[config.mk]
export PLATFORM = sky130hd
export DESIGN_NAME = tdf_debug_timer_freeze_control
export DESIGN_NICKNAME = d
export VERILOG_FILES = /design/src/rtl/tdf_pkg.sv /design/src/rtl/tdf_debug_timer_freeze_control.sv /design/src/rtl/tdf_halt_gate.sv
export SDC_FILE = /design/constraint.sdc
export NUM_CORES = 1
export LEC_CHECK = 0
export BUFFER_PORTS_ARGS = -buffer_cell sky130_fd_sc_hd__buf_2
export CORE_MARGIN = 2
export CORE_UTILIZATION = 40
export DETAILED_ROUTE_END_ITERATION = 10
export GPL_TIMING_DRIVEN = 0
export PLACE_DENSITY = 0.67
export SLEW_MARGIN = 20
export SYNTH_ARGS = -nofsm -noshare
export SYNTH_HDL_FRONTEND = slang
export SYNTH_SLANG_ARGS = --single-unit
export TNS_END_PERCENT = 5
[constraint.sdc]
create_clock -name hclk -period 1.97 [get_ports hclk]
set_input_delay 0.197 -clock hclk [delete_from_list [all_inputs] [get_ports hclk]]
set_output_delay 0.197 -clock hclk [all_outputs]
set_load 0.02 [all_outputs]
[src/rtl/tdf_pkg.sv]
`default_nettype none
package tdf_pkg;

	// -------------------------------------------------------------
	// register map (byte offsets within the slave window)
	// -------------------------------------------------------------
	localparam int unsigned ADDR_W           = 8;
	localparam logic [7:0]  OFS_FREEZE_ONE   = 8'h08;
	localparam logic [7:0]  OFS_FREEZE_TWO   = 8'h0c;
	localparam logic [7:0]  OFS_STATUS       = 8'h10;

	// -------------------------------------------------------------
	// field positions
	// -------------------------------------------------------------
	localparam int unsigned BIT_TIMER_TWO       = 0;
	localparam int unsigned BIT_TIMER_ONE       = 11;
	localparam int unsigned BIT_TIMER_FOURTEEN  = 15;
	localparam int unsigned BIT_TIMER_FIFTEEN   = 16;
	localparam int unsigned BIT_TIMER_SIXTEEN   = 17;
	localparam int unsigned BIT_TIMER_SEVENTEEN = 18;
	localparam int unsigned BIT_STAT_HALTED     = 0;
	localparam int unsigned BIT_STAT_SYS_RESET  = 1;

	// gate vector order: one, two, fourteen, fifteen, sixteen, seventeen
	localparam int unsigned NUM_TIMERS = 6;

	// -------------------------------------------------------------
	// writable masks and reset values
	// -------------------------------------------------------------
	localparam logic [31:0] MASK_FREEZE_ONE  = 32'h0000_0001;
	localparam logic [31:0] MASK_FREEZE_TWO  = 32'h0007_8800;
	localparam logic [31:0] RST_FREEZE_ONE   = 32'h0000_0000;
	localparam logic [31:0] RST_FREEZE_TWO   = 32'h0000_0000;
	localparam logic [31:0] RST_RDATA        = 32'h0000_0000;

	// -------------------------------------------------------------
	// bus encodings
	// -------------------------------------------------------------
	localparam logic [2:0]  HSIZE_WORD       = 3'h2;
	localparam logic        HRESP_OKAY       = 1'h0;

endpackage
`default_nettype wire

[src/rtl/tdf_debug_timer_freeze_control.sv]
// Notes on behaviour
// - freeze-one bit 0: while halted, 1 stops timer two's clock
// - freeze-two bits 18 and 17: while halted, 1 stops timers 17, 16
// - freeze-two bit 16: while halted, 1 stops timer fifteen's clock
// - freeze-two bit 15: while halted, 1 stops timer fourteen's clock
// - freeze-two bit 11: while halted, 1 stops timer one's clock
// - freeze-two sits at 0x0c and reads all zero after power-on
// - cleared only by power-on reset; system reset leaves it alone
// - writes are taken while system reset is asserted
//
// The implementer's own choice: the AHB-Lite slave port.
`timescale 1ns/1ps
`default_nettype none
module tdf_debug_timer_freeze_control
(
	input  wire logic        hclk,
	input  wire logic        hresetn,
	input  wire logic        hsel,
	input  wire logic [31:0] haddr,
	input  wire logic [1:0]  htrans,
	input  wire logic        hwrite,
	input  wire logic [2:0]  hsize,
	input  wire logic [31:0] hwdata,
	input  wire logic        hready,
	output var  logic        hreadyout,
	output var  logic        hresp,
	output var  logic [31:0] hrdata,
	input  wire logic        sys_resetn,
	input  wire logic        core_halted,
	output var  logic        gate_timer_one,
	output var  logic        gate_timer_two,
	output var  logic        gate_timer_fourteen,
	output var  logic        gate_timer_fifteen,
	output var  logic        gate_timer_sixteen,
	output var  logic        gate_timer_seventeen
);

	// -------------------------------------------------------------
	// decode helpers
	// -------------------------------------------------------------
	function automatic logic addr_hit(input logic [7:0] a,
		input logic [7:0] ofs);
		addr_hit = (a == ofs);
	endfunction

	function automatic logic [5:0] gate_select(input logic [31:0] f1,
		input logic [31:0] f2);
		gate_select = {f2[tdf_pkg::BIT_TIMER_SEVENTEEN],
			f2[tdf_pkg::BIT_TIMER_SIXTEEN],
			f2[tdf_pkg::BIT_TIMER_FIFTEEN],
			f2[tdf_pkg::BIT_TIMER_FOURTEEN],
			f1[tdf_pkg::BIT_TIMER_TWO],
			f2[tdf_pkg::BIT_TIMER_ONE]};
	endfunction

	// -------------------------------------------------------------
	// bus state
	// -------------------------------------------------------------
	logic        wr_pend_q;
	logic        wr_pend_d;
	logic [7:0]  wr_addr_q;
	logic [7:0]  wr_addr_d;
	logic        rd_two_q;
	logic        rd_two_d;
	logic [31:0] freeze_one_q;
	logic [31:0] freeze_one_d;
	logic [31:0] freeze_two_q;
	logic [31:0] freeze_two_d;
	logic [31:0] rdata_d;
	logic [31:0] status_w;
	logic [7:0]  a_addr;
	logic        a_take;
	logic [5:0]  gate_sel;
	logic [5:0]  gate_w;

	assign a_addr = haddr[tdf_pkg::ADDR_W-1:0];
	assign a_take = hsel & hready & htrans[1];

	always_comb
	begin
		status_w = 32'h0000_0000;
		status_w[tdf_pkg::BIT_STAT_HALTED]    = core_halted;
		status_w[tdf_pkg::BIT_STAT_SYS_RESET] = ~sys_resetn;
	end

	// -------------------------------------------------------------
	// next values
	// -------------------------------------------------------------
	// sub-word writes are dropped rather than merged; the register
	// has no byte lanes, so a partial write could only corrupt it
	always_comb
	begin
		wr_pend_d    = a_take & hwrite & (hsize == tdf_pkg::HSIZE_WORD);
		wr_addr_d    = a_addr;
		rd_two_d     = a_take & ~hwrite &
			addr_hit(a_addr, tdf_pkg::OFS_FREEZE_TWO);
		freeze_one_d = freeze_one_q;
		freeze_two_d = freeze_two_q;
		// sys_resetn deliberately plays no part: a debugger may set up
		// freezing while the rest of the chip is held in reset
		if (wr_pend_q)
		begin
			if (addr_hit(wr_addr_q, tdf_pkg::OFS_FREEZE_ONE))
				freeze_one_d = hwdata & tdf_pkg::MASK_FREEZE_ONE;
			if (addr_hit(wr_addr_q, tdf_pkg::OFS_FREEZE_TWO))
				freeze_two_d = hwdata & tdf_pkg::MASK_FREEZE_TWO;
		end
		// read data use the next values so a write right before a read
		// of the same word is seen without a wait state
		rdata_d = 32'h0000_0000;
		if (a_take && !hwrite)
		begin
			if (addr_hit(a_addr, tdf_pkg::OFS_FREEZE_ONE))
				rdata_d = freeze_one_d;
			else if (addr_hit(a_addr, tdf_pkg::OFS_FREEZE_TWO))
				rdata_d = freeze_two_d;
			else if (addr_hit(a_addr, tdf_pkg::OFS_STATUS))
				rdata_d = status_w;
		end
	end

	// -------------------------------------------------------------
	// registers, cleared by power-on reset only
	// -------------------------------------------------------------
	always_ff @(posedge hclk or negedge hresetn)
	begin
		if (!hresetn)
		begin
			wr_pend_q    <= 1'h0;
			wr_addr_q    <= 8'h00;
			rd_two_q     <= 1'h0;
			freeze_one_q <= tdf_pkg::RST_FREEZE_ONE;
			freeze_two_q <= tdf_pkg::RST_FREEZE_TWO;
			hrdata       <= tdf_pkg::RST_RDATA;
			hreadyout    <= 1'h1;
			hresp        <= tdf_pkg::HRESP_OKAY;
		end
		else
		begin
			wr_pend_q    <= wr_pend_d;
			wr_addr_q    <= wr_addr_d;
			rd_two_q     <= rd_two_d;
			freeze_one_q <= freeze_one_d;
			freeze_two_q <= freeze_two_d;
			hrdata       <= rdata_d;
			hreadyout    <= 1'h1;
			hresp        <= tdf_pkg::HRESP_OKAY;
		end
	end

	// -------------------------------------------------------------
	// per-timer gate stages
	// -------------------------------------------------------------
	assign gate_sel = gate_select(freeze_one_q, freeze_two_q);

	generate
		for (genvar i = 0; i < tdf_pkg::NUM_TIMERS; i++)
		begin : g_gate
			tdf_halt_gate u_gate
			(
				.hclk        (hclk),
				.hresetn     (hresetn),
				.core_halted (core_halted),
				.freeze_bit  (gate_sel[i]),
				.gate_q      (gate_w[i])
			);
		end
	endgenerate

	assign gate_timer_one       = gate_w[0];
	assign gate_timer_two       = gate_w[1];
	assign gate_timer_fourteen  = gate_w[2];
	assign gate_timer_fifteen   = gate_w[3];
	assign gate_timer_sixteen   = gate_w[4];
	assign gate_timer_seventeen = gate_w[5];
endmodule
`default_nettype wire

[src/rtl/tdf_halt_gate.sv]
`timescale 1ns/1ps
`default_nettype none
module tdf_halt_gate
(
	input  wire logic hclk,
	input  wire logic hresetn,
	input  wire logic core_halted,
	input  wire logic freeze_bit,
	output var  logic gate_q
);

	logic gate_d;

	always_comb
	begin
		gate_d = core_halted & freeze_bit;
	end

	always_ff @(posedge hclk or negedge hresetn)
	begin
		if (!hresetn)
			gate_q <= 1'h0;
		else
			gate_q <= gate_d;
	end
endmodule
`default_nettype wire

# ---- After elaboration in Yosys (flattened, before gate mapping)
# Cells that the tools add are included.
dict set report classes {
  n_bitwise 11
  n_reduce_logical 2
  eq_ne 6
  n_mux 8
}
# op count
set op_table {}
lappend op_table {{$mux W32} 7}
lappend op_table {{$eq A8 B4 Y1 const B} 4}
lappend op_table {{$and A1 B1 Y1} 10}
lappend op_table {{$eq A8 B5 Y1 const B} 1}
lappend op_table {{$eq A3 B2 Y1 const B} 1}
lappend op_table {{$mux W2} 1}
lappend op_table {{$logic_and A1 B1 Y1} 1}
lappend op_table {{$logic_not A1 Y1} 1}
lappend op_table {{$not A1 Y1} 1}
dict set report word_totals {
  wordCells 38
  output_inout_bits 40
  register_bits 111
  in_bits 76
}

# ---- Depth between registers and ports, before layout
# Gate-level depths: netlist (run 1).
dict set report depth {
  word_depth 6
  depth_mapped 7
  mapped_depth_nobuf 4
}

# ---- Modules after synthesis
# Synthesis (run 1) repeated with hierarchy kept, for this count alone.
dict set report unflattened {
  cells_unflattened 255
  hier_area_um2 3849.9
}
# module n_inst cells_each seq_area_each_um2 area_per_inst_um2
set by_module_without_submodules {}
lappend by_module_without_submodules {tdf_debug_timer_freeze_control 1 243 2627.5 3662.3}
lappend by_module_without_submodules {tdf_halt_gate 6 2 25.0 31.3}

# ---- Worst setup path before layout (run 1)
# Ideal clock, no wire load.
dict set report synth_path {
  path_kind {reg2reg}
  startpoint {register wr_addr_q[5]}
  endpoint {register hrdata[10]}
  synth_period_minus_slack_ps 2072
  slack_ps -102
  arrival_time_ps 1951
  stages_incl_launch_ff 8
  required_time_ps 1849
  cell_sequence {dfrtp_1 -> or4_4 -> or3_1 -> buf_6 -> and2_4 -> buf_6 -> buf_8 -> a22o_1}
}
dict set report synth_between {
  elab_chain_cells 6
  elab_cells_between_ends 9
}
# element line_no
set synth_lines {}
lappend synth_lines {{start: declaration} tdf_debug_timer_freeze_control.sv:61} ;# logic [7:0] wr_addr_q;
lappend synth_lines {{start signal: assignment} tdf_debug_timer_freeze_control.sv:141} ;# wr_addr_q <= wr_addr_d;
lappend synth_lines {{$eq A8 B4 Y1} tdf_debug_timer_freeze_control.sv:43} ;# addr_hit = (a == ofs);
lappend synth_lines {{$mux W32} tdf_debug_timer_freeze_control.sv:105} ;# if (addr_hit(wr_addr_q, tdf_pkg::OFS_FREEZE_TWO))
lappend synth_lines {{$mux W32} tdf_debug_timer_freeze_control.sv:101} ;# if (wr_pend_q)
lappend synth_lines {{$mux W32} tdf_debug_timer_freeze_control.sv:115} ;# else if (addr_hit(a_addr, tdf_pkg::OFS_FREEZE_TWO))
lappend synth_lines {{$mux W32 (*)} tdf_debug_timer_freeze_control.sv:113} ;# if (addr_hit(a_addr, tdf_pkg::OFS_FREEZE_ONE))
lappend synth_lines {{$mux W32 (*)} tdf_debug_timer_freeze_control.sv:111} ;# if (a_take && !hwrite)
lappend synth_lines {{net rdata_d[10]} tdf_debug_timer_freeze_control.sv:69} ;# logic [31:0] rdata_d;
lappend synth_lines {{end signal: assignment} tdf_debug_timer_freeze_control.sv:134} ;# hrdata <= tdf_pkg::RST_RDATA;
lappend synth_lines {{end signal: assignment} tdf_debug_timer_freeze_control.sv:145} ;# hrdata <= rdata_d;
lappend synth_lines {{end: declaration} tdf_debug_timer_freeze_control.sv:27} ;# output var logic [31:0] hrdata,
# The timed path passes the listed nets; every way through them passes the cells marked *.

# ---- Worst setup path in the final report (run 1)
dict set report layout_path {
  startpoint {register wr_addr_q[5]}
  endpoint {register hrdata[11]}
}
dict set report layout_between {
  elab_chain_cells 6
  elab_cells_between_ends 9
}
# element line_no
set layout_lines {}
lappend layout_lines {{$eq A8 B4 Y1} tdf_debug_timer_freeze_control.sv:43}
lappend layout_lines {{$mux W32} tdf_debug_timer_freeze_control.sv:105}
lappend layout_lines {{$mux W32} tdf_debug_timer_freeze_control.sv:101}
lappend layout_lines {{net freeze_two_d[11]} tdf_debug_timer_freeze_control.sv:68} ;# logic [31:0] freeze_two_d;
lappend layout_lines {{$mux W32} tdf_debug_timer_freeze_control.sv:115}
lappend layout_lines {{$mux W32} tdf_debug_timer_freeze_control.sv:113}
lappend layout_lines {{$mux W32} tdf_debug_timer_freeze_control.sv:111}
lappend layout_lines {{net rdata_d[11]} tdf_debug_timer_freeze_control.sv:69}
# The timed path passes the listed nets, and every way through them passes these cells.

==> qor_table.md, run 1 <==
| Result | This run |
|:---|:---|
| Worst VDD drop | 0.000399 V |
| Slew headroom | 0.661 |
| Final hold violation count | 0 |
| Setup repair after global routing missed its margin | yes |
| Pre-Repair DR Iteration Count | 4 |
| Reg2Reg Capture Point | hrdata[11]$_DFF_PN0_ |
| Top Family by Delay on Critical Path | simple AND/OR/NAND/NOR gates |
| Ys async rst share | 1.00 |
| Hold crit path type | input port to register |
| Number of remaining DRC errors | 0 |
| CP max stage cell | or4_4 |
| Required time of the worst setup path | 2.23 ns |
| Number of nets in the layout | 416 |
| CTS Buf Count | 9 |
| Yosys warnings | 0 |
| HPWL after DPL | 4340 µm |
| Fraction of layout cells with a size suffix above 1 | 0.333 |
| Width of the die | 102 µm |
| Max Transition Viols Final | 0 |
| Critical Path Max Stage Delay | 0.56 ns |
| Initial detailed-routing violation count | 40 |
| Most used flip-flop cell after synthesis | dfrtp_1 |
| Sinks on Clock Net | 111 |
| Post-route total power | 3.77 mW |
| CTS H-tree depth | 3 |
| Mapped Cells | 255 |
| Worst-path clk slew | 0.09 ns |
| Post-synth EDFFs | 0 |
| Routability-driven placement congestion ratio | 0.751 |
| Clock latency of the later-clocked register in the worst-skew pair | 0.36 ns |
| Startpoint type of the worst setup path | register |
| WP depth | 5 |
| Smallest setup slack after layout | -0.109 ns |
| Clock tree root buffer cell | clkbuf_8 |
| CP Cell Sequence | or4_4 -> or3_4 -> buf_4 -> mux2_2 -> a22o_1 |
| Core Util, Final | 0.507 |
| Pin count of the biggest net entering global routing | 85 |
| Ports | 116 |
| Die Y | 102 µm |
| Violations in the final reports | negative setup slack |
| Initial antenna violation count | 0 |
| Syn_nets | 331 |
| Status | finished, violations left |
| Final worst path period share | 1.06 |
| Relative area change from synthesis to final layout | 22.3% |
| Antenna Violating Nets Remaining | 0 |
| Power Dens Cells | 801 mW/mm² |
| Setup CP Type | register to register |
| Post-route minimum period | 2.08 ns |
| Critical path peak fanout | 5 |
| Wire length of the first global-routing pass | 10900 µm |
| Synth Register Bits | 111 |
| TritonCTS clock tree | built |
| DR WL/cell | 14.1 µm |
| Leading cell types in the layout, fill and taps excluded | 111 x dfrtp_1, 64 x buf_2, 33 x and2_1 |
| Number of global-route vias before repair | 2240 |
| Number of cells on the worst hold path | 2 |
| N_diodes | 0 |
| Area of the core | 0.00928 mm² |
| Max Fclk | 481 MHz |
| Standard-cell row count | 35 |
| R2R cell count | 5 |
| GRT Resource Usage Total | 0.139 |
| Area of the die | 0.0104 mm² |
| Largest buffer count on any clock path | 2 |
| Setup violations, final | 41 |
| Vias | 2176 |
| Worst hold path startpoint | hwdata[11] |
| Worst slew pin tran | 0.506 ns |
| Most common library cell in the layout ignoring fill and taps | dfrtp_1 |
| Critical Path AT | 2.33 ns |
| Hold Path End | freeze_two_q[11]$_DFF_PN0_ |
| Fraction of the yosys area taken by sequential cells | 0.722 |
| Library cells used by synthesis | 34 |
| Effective utilization at floorplan | 0.414 |
| Synthesized area per cell | 15.1 µm² |
| Final worst hold slack | 0.0859 ns |
| Standby leakage power | 2.47 nW |
| Overflow left after global routing | 0 |
| Reg-to-reg slack, setup | -0.11 ns |
| Max-cap violations | 0 |
| Vias per cell | 4.59 |
| Netlist area before placement | 0.00384 mm² |
| Crit path capture type | register |
| Worst r2r src | wr_addr_q[5]$_DFF_PN0_ |
| Routed Wire Length | 6670 µm |
| Worst path bufs/invs | 1 |
| Worst-case clock skew | 0.00776 ns |
| Port Buffers | 62 |
[how the worst max path moves through the flow]
stage	endpoint	start
after floorplan	hrdata[10]$_DFF_PN0_	wr_addr_q[5]$_DFF_PN0_
after global placement	hrdata[29]$_DFF_PN0_	hresetn
after detailed placement	freeze_two_q[22]$_DFF_PN0_	wr_addr_q[5]$_DFF_PN0_
after CTS	hrdata[16]$_DFF_PN0_	wr_addr_q[6]$_DFF_PN0_
after global routing	hrdata[18]$_DFF_PN0_	wr_addr_q[5]$_DFF_PN0_
final	hrdata[11]$_DFF_PN0_	wr_addr_q[5]$_DFF_PN0_
[timing repair]
| item | 4_1_cts | 5_1_grt |
|---|---|---|
| gates resized for setup | 10 | 3 |
| setup endpoints to repair | 88 | 88 |
| hold endpoints to repair | 35 | 0 |
| buffers inserted | 3 | 0 |
| hold buffers | 9 | 0 |
| gates cloned | 1 | 0 |
| pin swaps | 22 | 2 |
[report_power, final]
group          leakage [nW]  switching [mW]  internal, mW
clock                0.0916           0.711         0.621
sequential             1.52         0.00611          2.29
combinational         0.862          0.0784        0.0550
[synthesized netlist by cell type (all sizes together) (2+ instances only)]
| cell | count | share of area |
|---|---|---|
| a22o | 30 | 0.070 |
| clkbuf | 6 | 0.0059 |
| nor2 | 2 | 0.0020 |
| dfrtp | 111 | 0.72 |
| buf | 9 | 0.021 |
| mux2 | 6 | 0.018 |
| and2 | 34 | 0.056 |
| nor2b | 30 | 0.049 |
| nor3 | 4 | 0.0091 |
| or4 | 3 | 0.0088 |
| inv | 2 | 0.0020 |
| conb | 2 | 0.0020 |
[flip-flops by register name (all words and copies together) (netlist names)]
register / flops
hrdata: 32
freeze_two_q: 32
wr_pend_q: 1
g_gate.u_gate.gate_q: 6
wr_addr_q: 8
freeze_one_q: 32
[stage by stage]
| stage | std cells | setup slack, ns | setup TNS (ns) | instance area (µm²) |
|---|---|---|---|---|
| 5_1_grt | 474 | -0.147 | -3.76 | 4700 |
| 2_1_floorplan | 255 | -0.102 | -2.11 | 3840 |
| 4_1_cts | 475 | -0.178 | -4.45 | 4700 |
| 3_3_place_gp | 446 | -0.456 | -59.56 | 4320 |
| 6_report | 474 | -0.109 | -1.68 | 4700 |
| 3_5_place_dp | 447 | -0.259 | -10.27 | 4350 |
[cell type report]
class / instances / area (µm²)
Buffer: 13 / 100
Clock buffer: 11 / 141
Clock inverter: 5 / 57.6
Fill cell: 814 / 4580
Inverter: 2 / 7.51
Multi-Input combinational cell: 127 / 966
Sequential cell: 111 / 2780
Tap cell: 129 / 161
Timing Repair Buffer: 76 / 492
[logic make-up after synthesis]
group           share of synthesized area
flops                               0.722
simple gates                        0.148
compound gates                     0.0810
buf+inv                            0.0293
mux                                0.0176
other cells                       0.00195
[per-layer routing]
metal | global-route usage | up-vias | share of wire
met2 | 0.214 | 37 | 0.47
met5 | 0 | - | 0
met3 | 0.0219 | 10 | 0.028
li1 | - | 1031 | -
met4 | 0.0677 | 0 | 0.022
met1 | 0.194 | 1098 | 0.48
[worst reg2reg max path, delay by kind of cell, from the launching register on]
family                 cells  cell delay [ns]
and+or+nand+nor            2             0.99
DFF                        1             0.37
muxes                      1             0.28
AOI/OAI and AO/OA          1             0.18
buffers and inverters      1             0.17
Power figures use the tool's default switching activity.
==> inputs of run 2 (changes only) <==
--- a/config.mk
+++ b/config.mk
@@ -10,7 +10,7 @@
 export CORE_UTILIZATION = 40
 export DETAILED_ROUTE_END_ITERATION = 10
 export GPL_TIMING_DRIVEN = 0
-export PLACE_DENSITY = 0.67
+export PLACE_DENSITY = 0.75
 export SLEW_MARGIN = 20
 export SYNTH_ARGS = -nofsm -noshare
 export SYNTH_HDL_FRONTEND = slang
==> constraint.sdc (replaced) <==
create_clock -name hclk -period 1.75 [get_ports hclk]
set_input_delay 0.175 -clock hclk [delete_from_list [all_inputs] [get_ports hclk]]
set_output_delay 0.175 -clock hclk [all_outputs]
set_load 0.02 [all_outputs]
==> run 2 against run 1 <==
The run still ends with negative setup slack left. Sequential share of layout area shrank 0.063 points. Total power grew 9.5%. Sequential cell count is the same. Design area grew 0.11%. Clock power grew 4%. Critical path depth is the same. Via count grew 1.9%. Register-to-register slack lost 0.18 ns. Worst setup slack lost 0.18 ns. Global-route usage grew 0.68 points.
==> qor_table.md, run 2 (synthesis results as in run 1) <==
| Result | This run | Change |
|:---|:---|:---|
| Sinks on Clock Net | 111 | unchanged |
| Die Y | 102 µm | unchanged |
| Setup crit start | wr_addr_q[6]$_DFF_PN0_ | was wr_addr_q[5]$_DFF_PN0_ |
| Max-cap violations | 0 | unchanged |
| Standby leakage power | 2.47 nW | about the same |
| Max Transition Viols Final | 0 | unchanged |
| Post-route minimum period | 2.04 ns | was 2.08 ns |
| Antenna Violating Nets Remaining | 0 | unchanged |
| HPWL after DPL | 4380 µm | was 4340 µm |
| Number of nets in the layout | 417 | was 416 |
| Largest buffer count on any clock path | 2 | unchanged |
| Critical Path Max Stage Delay | 0.53 ns | was 0.56 ns |
| CP max stage cell | or4_4 | unchanged |
| Vias | 2217 | was 2176 |
| Leading cell types in the layout, fill and taps excluded | 111 x dfrtp_1, 63 x buf_2, 33 x and2_1 | was 111 x dfrtp_1, 64 x buf_2, 33 x and2_1 |
| Leading registers by flop count | freeze_one_q (32), freeze_two_q (32), hrdata (32) | unchanged |
| Placed cell count | 447 | unchanged |
| Relative area change from synthesis to final layout | 22.5% | was 22.3% |
| Wire length of the first global-routing pass | 11500 µm | was 10900 µm |
| Worst-path clk slew | 0.10 ns | was 0.09 ns |
| Clock tree root buffer cell | clkbuf_8 | unchanged |
| Setup repair after global routing missed its margin | yes | unchanged |
| Pre-Repair DR Iteration Count | 4 | unchanged |
| Pin count of the biggest net entering global routing | 64 | was 85 |
| Effective utilization at floorplan | 0.414 | unchanged |
| Worst VDD drop | 0.000452 V | was 0.000399 V |
| Worst slack at placement | -0.507 ns | was -0.259 ns |
| Standard-cell row count | 35 | unchanged |
| Worst slew pin tran | 0.588 ns | was 0.506 ns |
| Final worst hold slack | 0.0629 ns | was 0.0859 ns |
| Startpoint type of the worst setup path | register | unchanged |
| R2R cell count | 5 | unchanged |
| Routed Wire Length | 6840 µm | was 6670 µm |
| Violations in the final reports | negative setup slack | unchanged |
| Required time of the worst setup path | 2.00 ns | was 2.23 ns |
| Port Buffers | 62 | unchanged |
| Width of the die | 102 µm | unchanged |
| CTS Buf Count | 9 | unchanged |
| Initial detailed-routing violation count | 89 | was 40 |
| Initial antenna violation count | 0 | unchanged |
| Area of the core | 0.00928 mm² | unchanged |
| Worst-case clock skew | 0.00816 ns | was 0.00776 ns |
| CP Cell Sequence | or4_4 -> or3_4 -> buf_6 -> mux2_2 -> a22o_1 | was or4_4 -> or3_4 -> buf_4 -> mux2_2 -> a22o_1 |
| Area of the die | 0.0104 mm² | unchanged |
| Critical Path AT | 2.29 ns | was 2.33 ns |
| Top Family by Delay on Critical Path | simple AND/OR/NAND/NOR gates | unchanged |
| Hold crit path type | input port to register | unchanged |
| Setup violations, final | 65 | was 41 |
| Worst r2r src | wr_addr_q[6]$_DFF_PN0_ | was wr_addr_q[5]$_DFF_PN0_ |
| Final std cells w/o fill | 475 | was 474 |
| Setup CP Type | register to register | unchanged |
| Overflow left after global routing | 0 | unchanged |
| Ports | 116 | unchanged |
| Max Fclk | 490 MHz | was 481 MHz |
| Slew headroom | 0.606 | was 0.661 |
| Clock latency of the later-clocked register in the worst-skew pair | 0.36 ns | about the same |
| Smallest setup slack after layout | -0.290 ns | was -0.109 ns |
| Reg-to-reg slack, setup | -0.29 ns | was -0.11 ns |
| Status | finished, violations left | unchanged |
| Final hold violation count | 0 | unchanged |
| GRT Resource Usage Total | 0.146 | was 0.139 |
| Most common library cell in the layout ignoring fill and taps | dfrtp_1 | unchanged |
| Capturing instance or port of the critical path | hrdata[11]$_DFF_PN0_ | unchanged |
| Final worst path period share | 1.17 | was 1.06 |
| Reg2Reg Capture Point | hrdata[11]$_DFF_PN0_ | unchanged |
| Vias per cell | 4.67 | was 4.59 |
| TritonCTS clock tree | built | unchanged |
| Number of global-route vias before repair | 2274 | was 2240 |
| CTS H-tree depth | 3 | unchanged |
| Crit path capture type | register | unchanged |
| Core Util, Final | 0.507 | about the same |
| Power Dens Cells | 876 mW/mm² | was 801 mW/mm² |
| DR WL/cell | 14.4 µm | was 14.1 µm |
| Fraction of layout cells with a size suffix above 1 | 0.338 | was 0.333 |
| N_diodes | 0 | unchanged |
| Routability-driven placement congestion ratio | 0.699 | was 0.751 |
| Worst path bufs/invs | 1 | unchanged |
| Number of remaining DRC errors | 0 | unchanged |
| WP depth | 5 | unchanged |
| Critical path peak fanout | 4 | was 5 |
| Total of fill cells in the finished design | 805 | was 814 |
## run 2: final cells by class
class	instances	area (µm²)	area share
flip-flops and latches	111	2780	0.590
multi-input cells	127	970	0.206
repair buffers	77	483	0.103
well taps	129	161	0.0343
plain buffers	13	130	0.0276
clock buffers	9	124	0.0263
clock inverters	7	55.1	0.0117
inverters	2	7.51	0.00159
## run 2: per-layer routing
layer / global-route usage / up-vias / part of all wire
met5: 0 / - / 0
met3: 0.0335 / 7 / 0.041
met1: 0.208 / 1132 / 0.47
li1: - / 1031 / -
met2: 0.219 / 47 / 0.48
met4: 0.0554 / 0 / 0.0095
## run 2: power by group
group	internal, mW	switching (mW)	leakage [nW]	total (mW)
combinational	0.0627	0.0921	0.868	0.155
sequential	2.58	0.00753	1.52	2.59
clock	0.533	0.844	0.0866	1.38
total	3.18	0.944	2.47	4.12
## run 2: worst reg2reg max path, stage by stage (launching register included)
cell,delay [ns]
dfrtp_1,0.37
or4_4,0.53
or3_4,0.42
buf_6,0.15
mux2_2,0.27
a22o_1,0.19
## run 2: repair_timing
action                                  CTS  global route
hold buffers                              9             0
gates resized for setup                  21             3
buffers inserted                          5             0
endpoints found under the setup margin   95            95
hold endpoints to repair                 56             0
pin swaps                                25             1
## run 2: through the flow
step / power, mW / setup TNS [ns] / area (µm²)
finish: 4.12 / -13.24 / 4710
global route: 4.30 / -17.29 / 4710
CTS: 4.18 / -14.41 / 4700
detailed placement: 2.78 / -31.36 / 4350
global placement: 2.77 / -97.68 / 4320
floorplan: 2.68 / -11.67 / 3840
## run 2: worst min-delay path by stage
stage	startpoint	slack (ns)	endpoint	cells past startpoint
after floorplan	hresetn	-0.12	freeze_one_q[0]$_DFF_PN0_	0
after global placement	haddr[1]	0.30	wr_addr_q[1]$_DFF_PN0_	1
after detailed placement	hresetn	0.14	wr_addr_q[5]$_DFF_PN0_	1
after CTS	hwdata[0]	0.04	freeze_one_q[0]$_DFF_PN0_	2
after global routing	hwdata[0]	0.05	freeze_one_q[0]$_DFF_PN0_	2
final	hwdata[11]	0.06	freeze_two_q[11]$_DFF_PN0_	2
==> inputs of run 3 (changes only) <==
--- a/config.mk
+++ b/config.mk
@@ -6,6 +6,7 @@
 export NUM_CORES = 1
 export LEC_CHECK = 0
 export BUFFER_PORTS_ARGS = -buffer_cell sky130_fd_sc_hd__buf_2
+export CORE_ASPECT_RATIO = 0.75
 export CORE_MARGIN = 2
 export CORE_UTILIZATION = 40
 export DETAILED_ROUTE_END_ITERATION = 10
==> run 3 against run 2 <==
The flow still finishes with violations (negative setup slack). Clock skew up 0.0010 ns. Hold slack worse by 0.045 ns. Fmax up 1.4%. Sequential share of layout area down 2.5 points. Total power up 14%. Non-clock buffer count up 3. Via count up 2.4%. Worst setup slack better by 0.027 ns. Clock power up 41%. Design area up 4.4%.
==> qor_table.md, run 3 (synthesis results as in run 1) <==
| Result | This run | Change |
|:---|:---|:---|
| Hold crit path type | input port to register | unchanged |
| Clock latency of the later-clocked register in the worst-skew pair | 0.34 ns | was 0.36 ns |
| Total of fill cells in the finished design | 775 | was 805 |
| Initial detailed-routing violation count | 82 | was 89 |
| Final hold violation count | 0 | unchanged |
| Worst slack at placement | -0.499 ns | was -0.507 ns |
| Largest buffer count on any clock path | 2 | unchanged |
| HPWL after DPL | 4420 µm | was 4380 µm |
| Critical Path AT | 2.24 ns | was 2.29 ns |
| Violations in the final reports | negative setup slack | unchanged |
| Routed Wire Length | 6930 µm | was 6840 µm |
| Startpoint type of the worst setup path | register | unchanged |
| Final worst path period share | 1.15 | was 1.17 |
| Critical Path Max Stage Delay | 0.53 ns | about the same |
| Slew headroom | 0.650 | was 0.606 |
| Sinks on Clock Net | 111 | unchanged |
| Status | finished, violations left | unchanged |
| Max Transition Viols Final | 0 | unchanged |
| Die Y | 88.9 µm | was 102 µm |
| Vias per cell | 4.76 | was 4.67 |
| Post-route total power | 4.69 mW | was 4.12 mW |
| Area of the die | 0.0104 mm² | about the same |
| Final worst hold slack | 0.0176 ns | was 0.0629 ns |
| Required time of the worst setup path | 1.98 ns | was 2.00 ns |
| Width of the die | 117 µm | was 102 µm |
| Core Util, Final | 0.534 | was 0.507 |
| Standby leakage power | 2.57 nW | was 2.47 nW |
| Post-route minimum period | 2.01 ns | was 2.04 ns |
| Overflow left after global routing | 0 | unchanged |
| N_diodes | 0 | unchanged |
| Clock tree root buffer cell | clkbuf_16 | was clkbuf_8 |
| Pre-Repair DR Iteration Count | 4 | unchanged |
| Area of the core | 0.00920 mm² | was 0.00928 mm² |
| Initial antenna violation count | 0 | unchanged |
| CTS Buf Count | 9 | unchanged |
| Number of remaining DRC errors | 0 | unchanged |
| Worst VDD drop | 0.000467 V | was 0.000452 V |
| Setup CP Type | register to register | unchanged |
| Number of nets in the layout | 420 | was 417 |
| Leading cell types in the layout, fill and taps excluded | 111 x dfrtp_1, 61 x buf_2, 33 x and2_1 | was 111 x dfrtp_1, 63 x buf_2, 33 x and2_1 |
| Vias | 2270 | was 2217 |
| Pin count of the biggest net entering global routing | 87 | was 64 |
| TNS Setup | -14.17 ns | was -13.24 ns |
| Port Buffers | 62 | unchanged |
| Power Dens Cells | 955 mW/mm² | was 876 mW/mm² |
| Relative area change from synthesis to final layout | 27.8% | was 22.5% |
| GRT Resource Usage Total | 0.147 | was 0.146 |
| Fraction of layout cells with a size suffix above 1 | 0.344 | was 0.338 |
| Worst-case clock skew | 0.00917 ns | was 0.00816 ns |
| Crit path capture type | register | unchanged |
| CTS H-tree depth | 3 | unchanged |
| Number of global-route vias before repair | 2301 | was 2274 |
| CP max stage cell | or4_4 | unchanged |
| Leading registers by flop count | freeze_one_q (32), freeze_two_q (32), hrdata (32) | unchanged |
| Standard-cell row count | 30 | was 35 |
| Wire length of the first global-routing pass | 11500 µm | about the same |
| Setup violations, final | 95 | was 65 |
| Smallest setup slack after layout | -0.263 ns | was -0.290 ns |
| Most common library cell in the layout ignoring fill and taps | dfrtp_1 | unchanged |
| Critical path peak fanout | 4 | unchanged |
| DR WL/cell | 14.5 µm | was 14.4 µm |
| TritonCTS clock tree | built | unchanged |
| Routability-driven placement congestion ratio | 0.782 | was 0.699 |
| Max Fclk | 497 MHz | was 490 MHz |
| Effective utilization at floorplan | 0.418 | was 0.414 |
| CP Cell Sequence | or4_4 -> or3_4 -> buf_6 -> mux2_2 -> a22o_1 | unchanged |
| Antenna Violating Nets Remaining | 0 | unchanged |
| Max-cap violations | 0 | unchanged |
| Setup repair after global routing missed its margin | yes | unchanged |
| Worst-path clk slew | 0.07 ns | was 0.10 ns |
| Worst slew pin tran | 0.522 ns | was 0.588 ns |
| Ports | 116 | unchanged |
==> run 3: changes by cell type in the layout (fill, tap and decap cells not counted), sizes merged <==
cell and change:
clkbuf +3, clkinvlp -1, dlygate4sd3 -1, inv -1
buf +3
==> run 3: critical path, delay by kind of cell (launching register included) <==
family                 cells  cell delay, ns
buffers and inverters      1            0.15
multiplexers               1            0.27
AO/OA/AOI/OAI              1            0.19
AND/OR/NAND/NOR            2            0.94
flip-flops                 1            0.36
==> run 3: worst paths after layout <==
| path | startpoint | end | slack [ns] | cells after the start |
|---|---|---|---|---|
| worst min register to register | freeze_two_q[15]$_DFF_PN0_ | g_gate[2].u_gate.gate_q$_DFF_PN0_ | 0.47 | 1 |
| max in group asynchronous | hresetn | freeze_two_q[1]$_DFF_PN0_ | 0.82 | 3 |
| worst max-delay path | wr_addr_q[6]$_DFF_PN0_ | hrdata[15]$_DFF_PN0_ | -0.26 | 5 |
| worst max register to register | wr_addr_q[6]$_DFF_PN0_ | hrdata[15]$_DFF_PN0_ | -0.26 | 5 |
| worst min-delay path | haddr[0] | wr_addr_q[0]$_DFF_PN0_ | 0.02 | 1 |
| min in group asynchronous | hresetn | hrdata[15]$_DFF_PN0_ | 0.27 | 2 |
==> run 3: metrics by stage <==
stage,area [µm²],cells
4_1_cts,4900,476
5_1_grt,4910,477
3_5_place_dp,4350,446
2_1_floorplan,3840,255
6_report,4910,477
3_3_place_gp,4320,445
==> run 3: power by group <==
group	switching [mW]	internal, mW
sequential	0.00673	2.58
combinational	0.0901	0.0613
clock	0.917	1.03
==> run 3: per-layer routing <==
layer	up-vias	wire, µm	GRT usage	share of wire
met4	0	57	0.0417	0.0082
met5	-	0	0	0
met1	1141	3330	0.207	0.48
met3	10	451	0.0434	0.065
met2	73	3100	0.226	0.45
li1	1046	-	-	-
==> run 3: timing repair <==
action,CTS,global route
endpoints found under the setup margin,95,96
gates cloned,2,0
setup buffers,6,1
endpoints found under the hold margin,32,0
hold buffers,8,0
pin swaps,26,2
gates resized for setup,26,6
==> run 3: layout make-up <==
cell class | instances | area, µm² | share of cell area
Buffer | 13 | 145 | 0.0295
Clock buffer | 11 | 243 | 0.0494
Clock inverter | 5 | 52.6 | 0.0107
Inverter | 2 | 7.51 | 0.00153
Multi-Input combinational cell | 127 | 985 | 0.200
Sequential cell | 111 | 2780 | 0.565
Tap cell | 128 | 160 | 0.0326
Timing Repair Buffer | 80 | 543 | 0.111
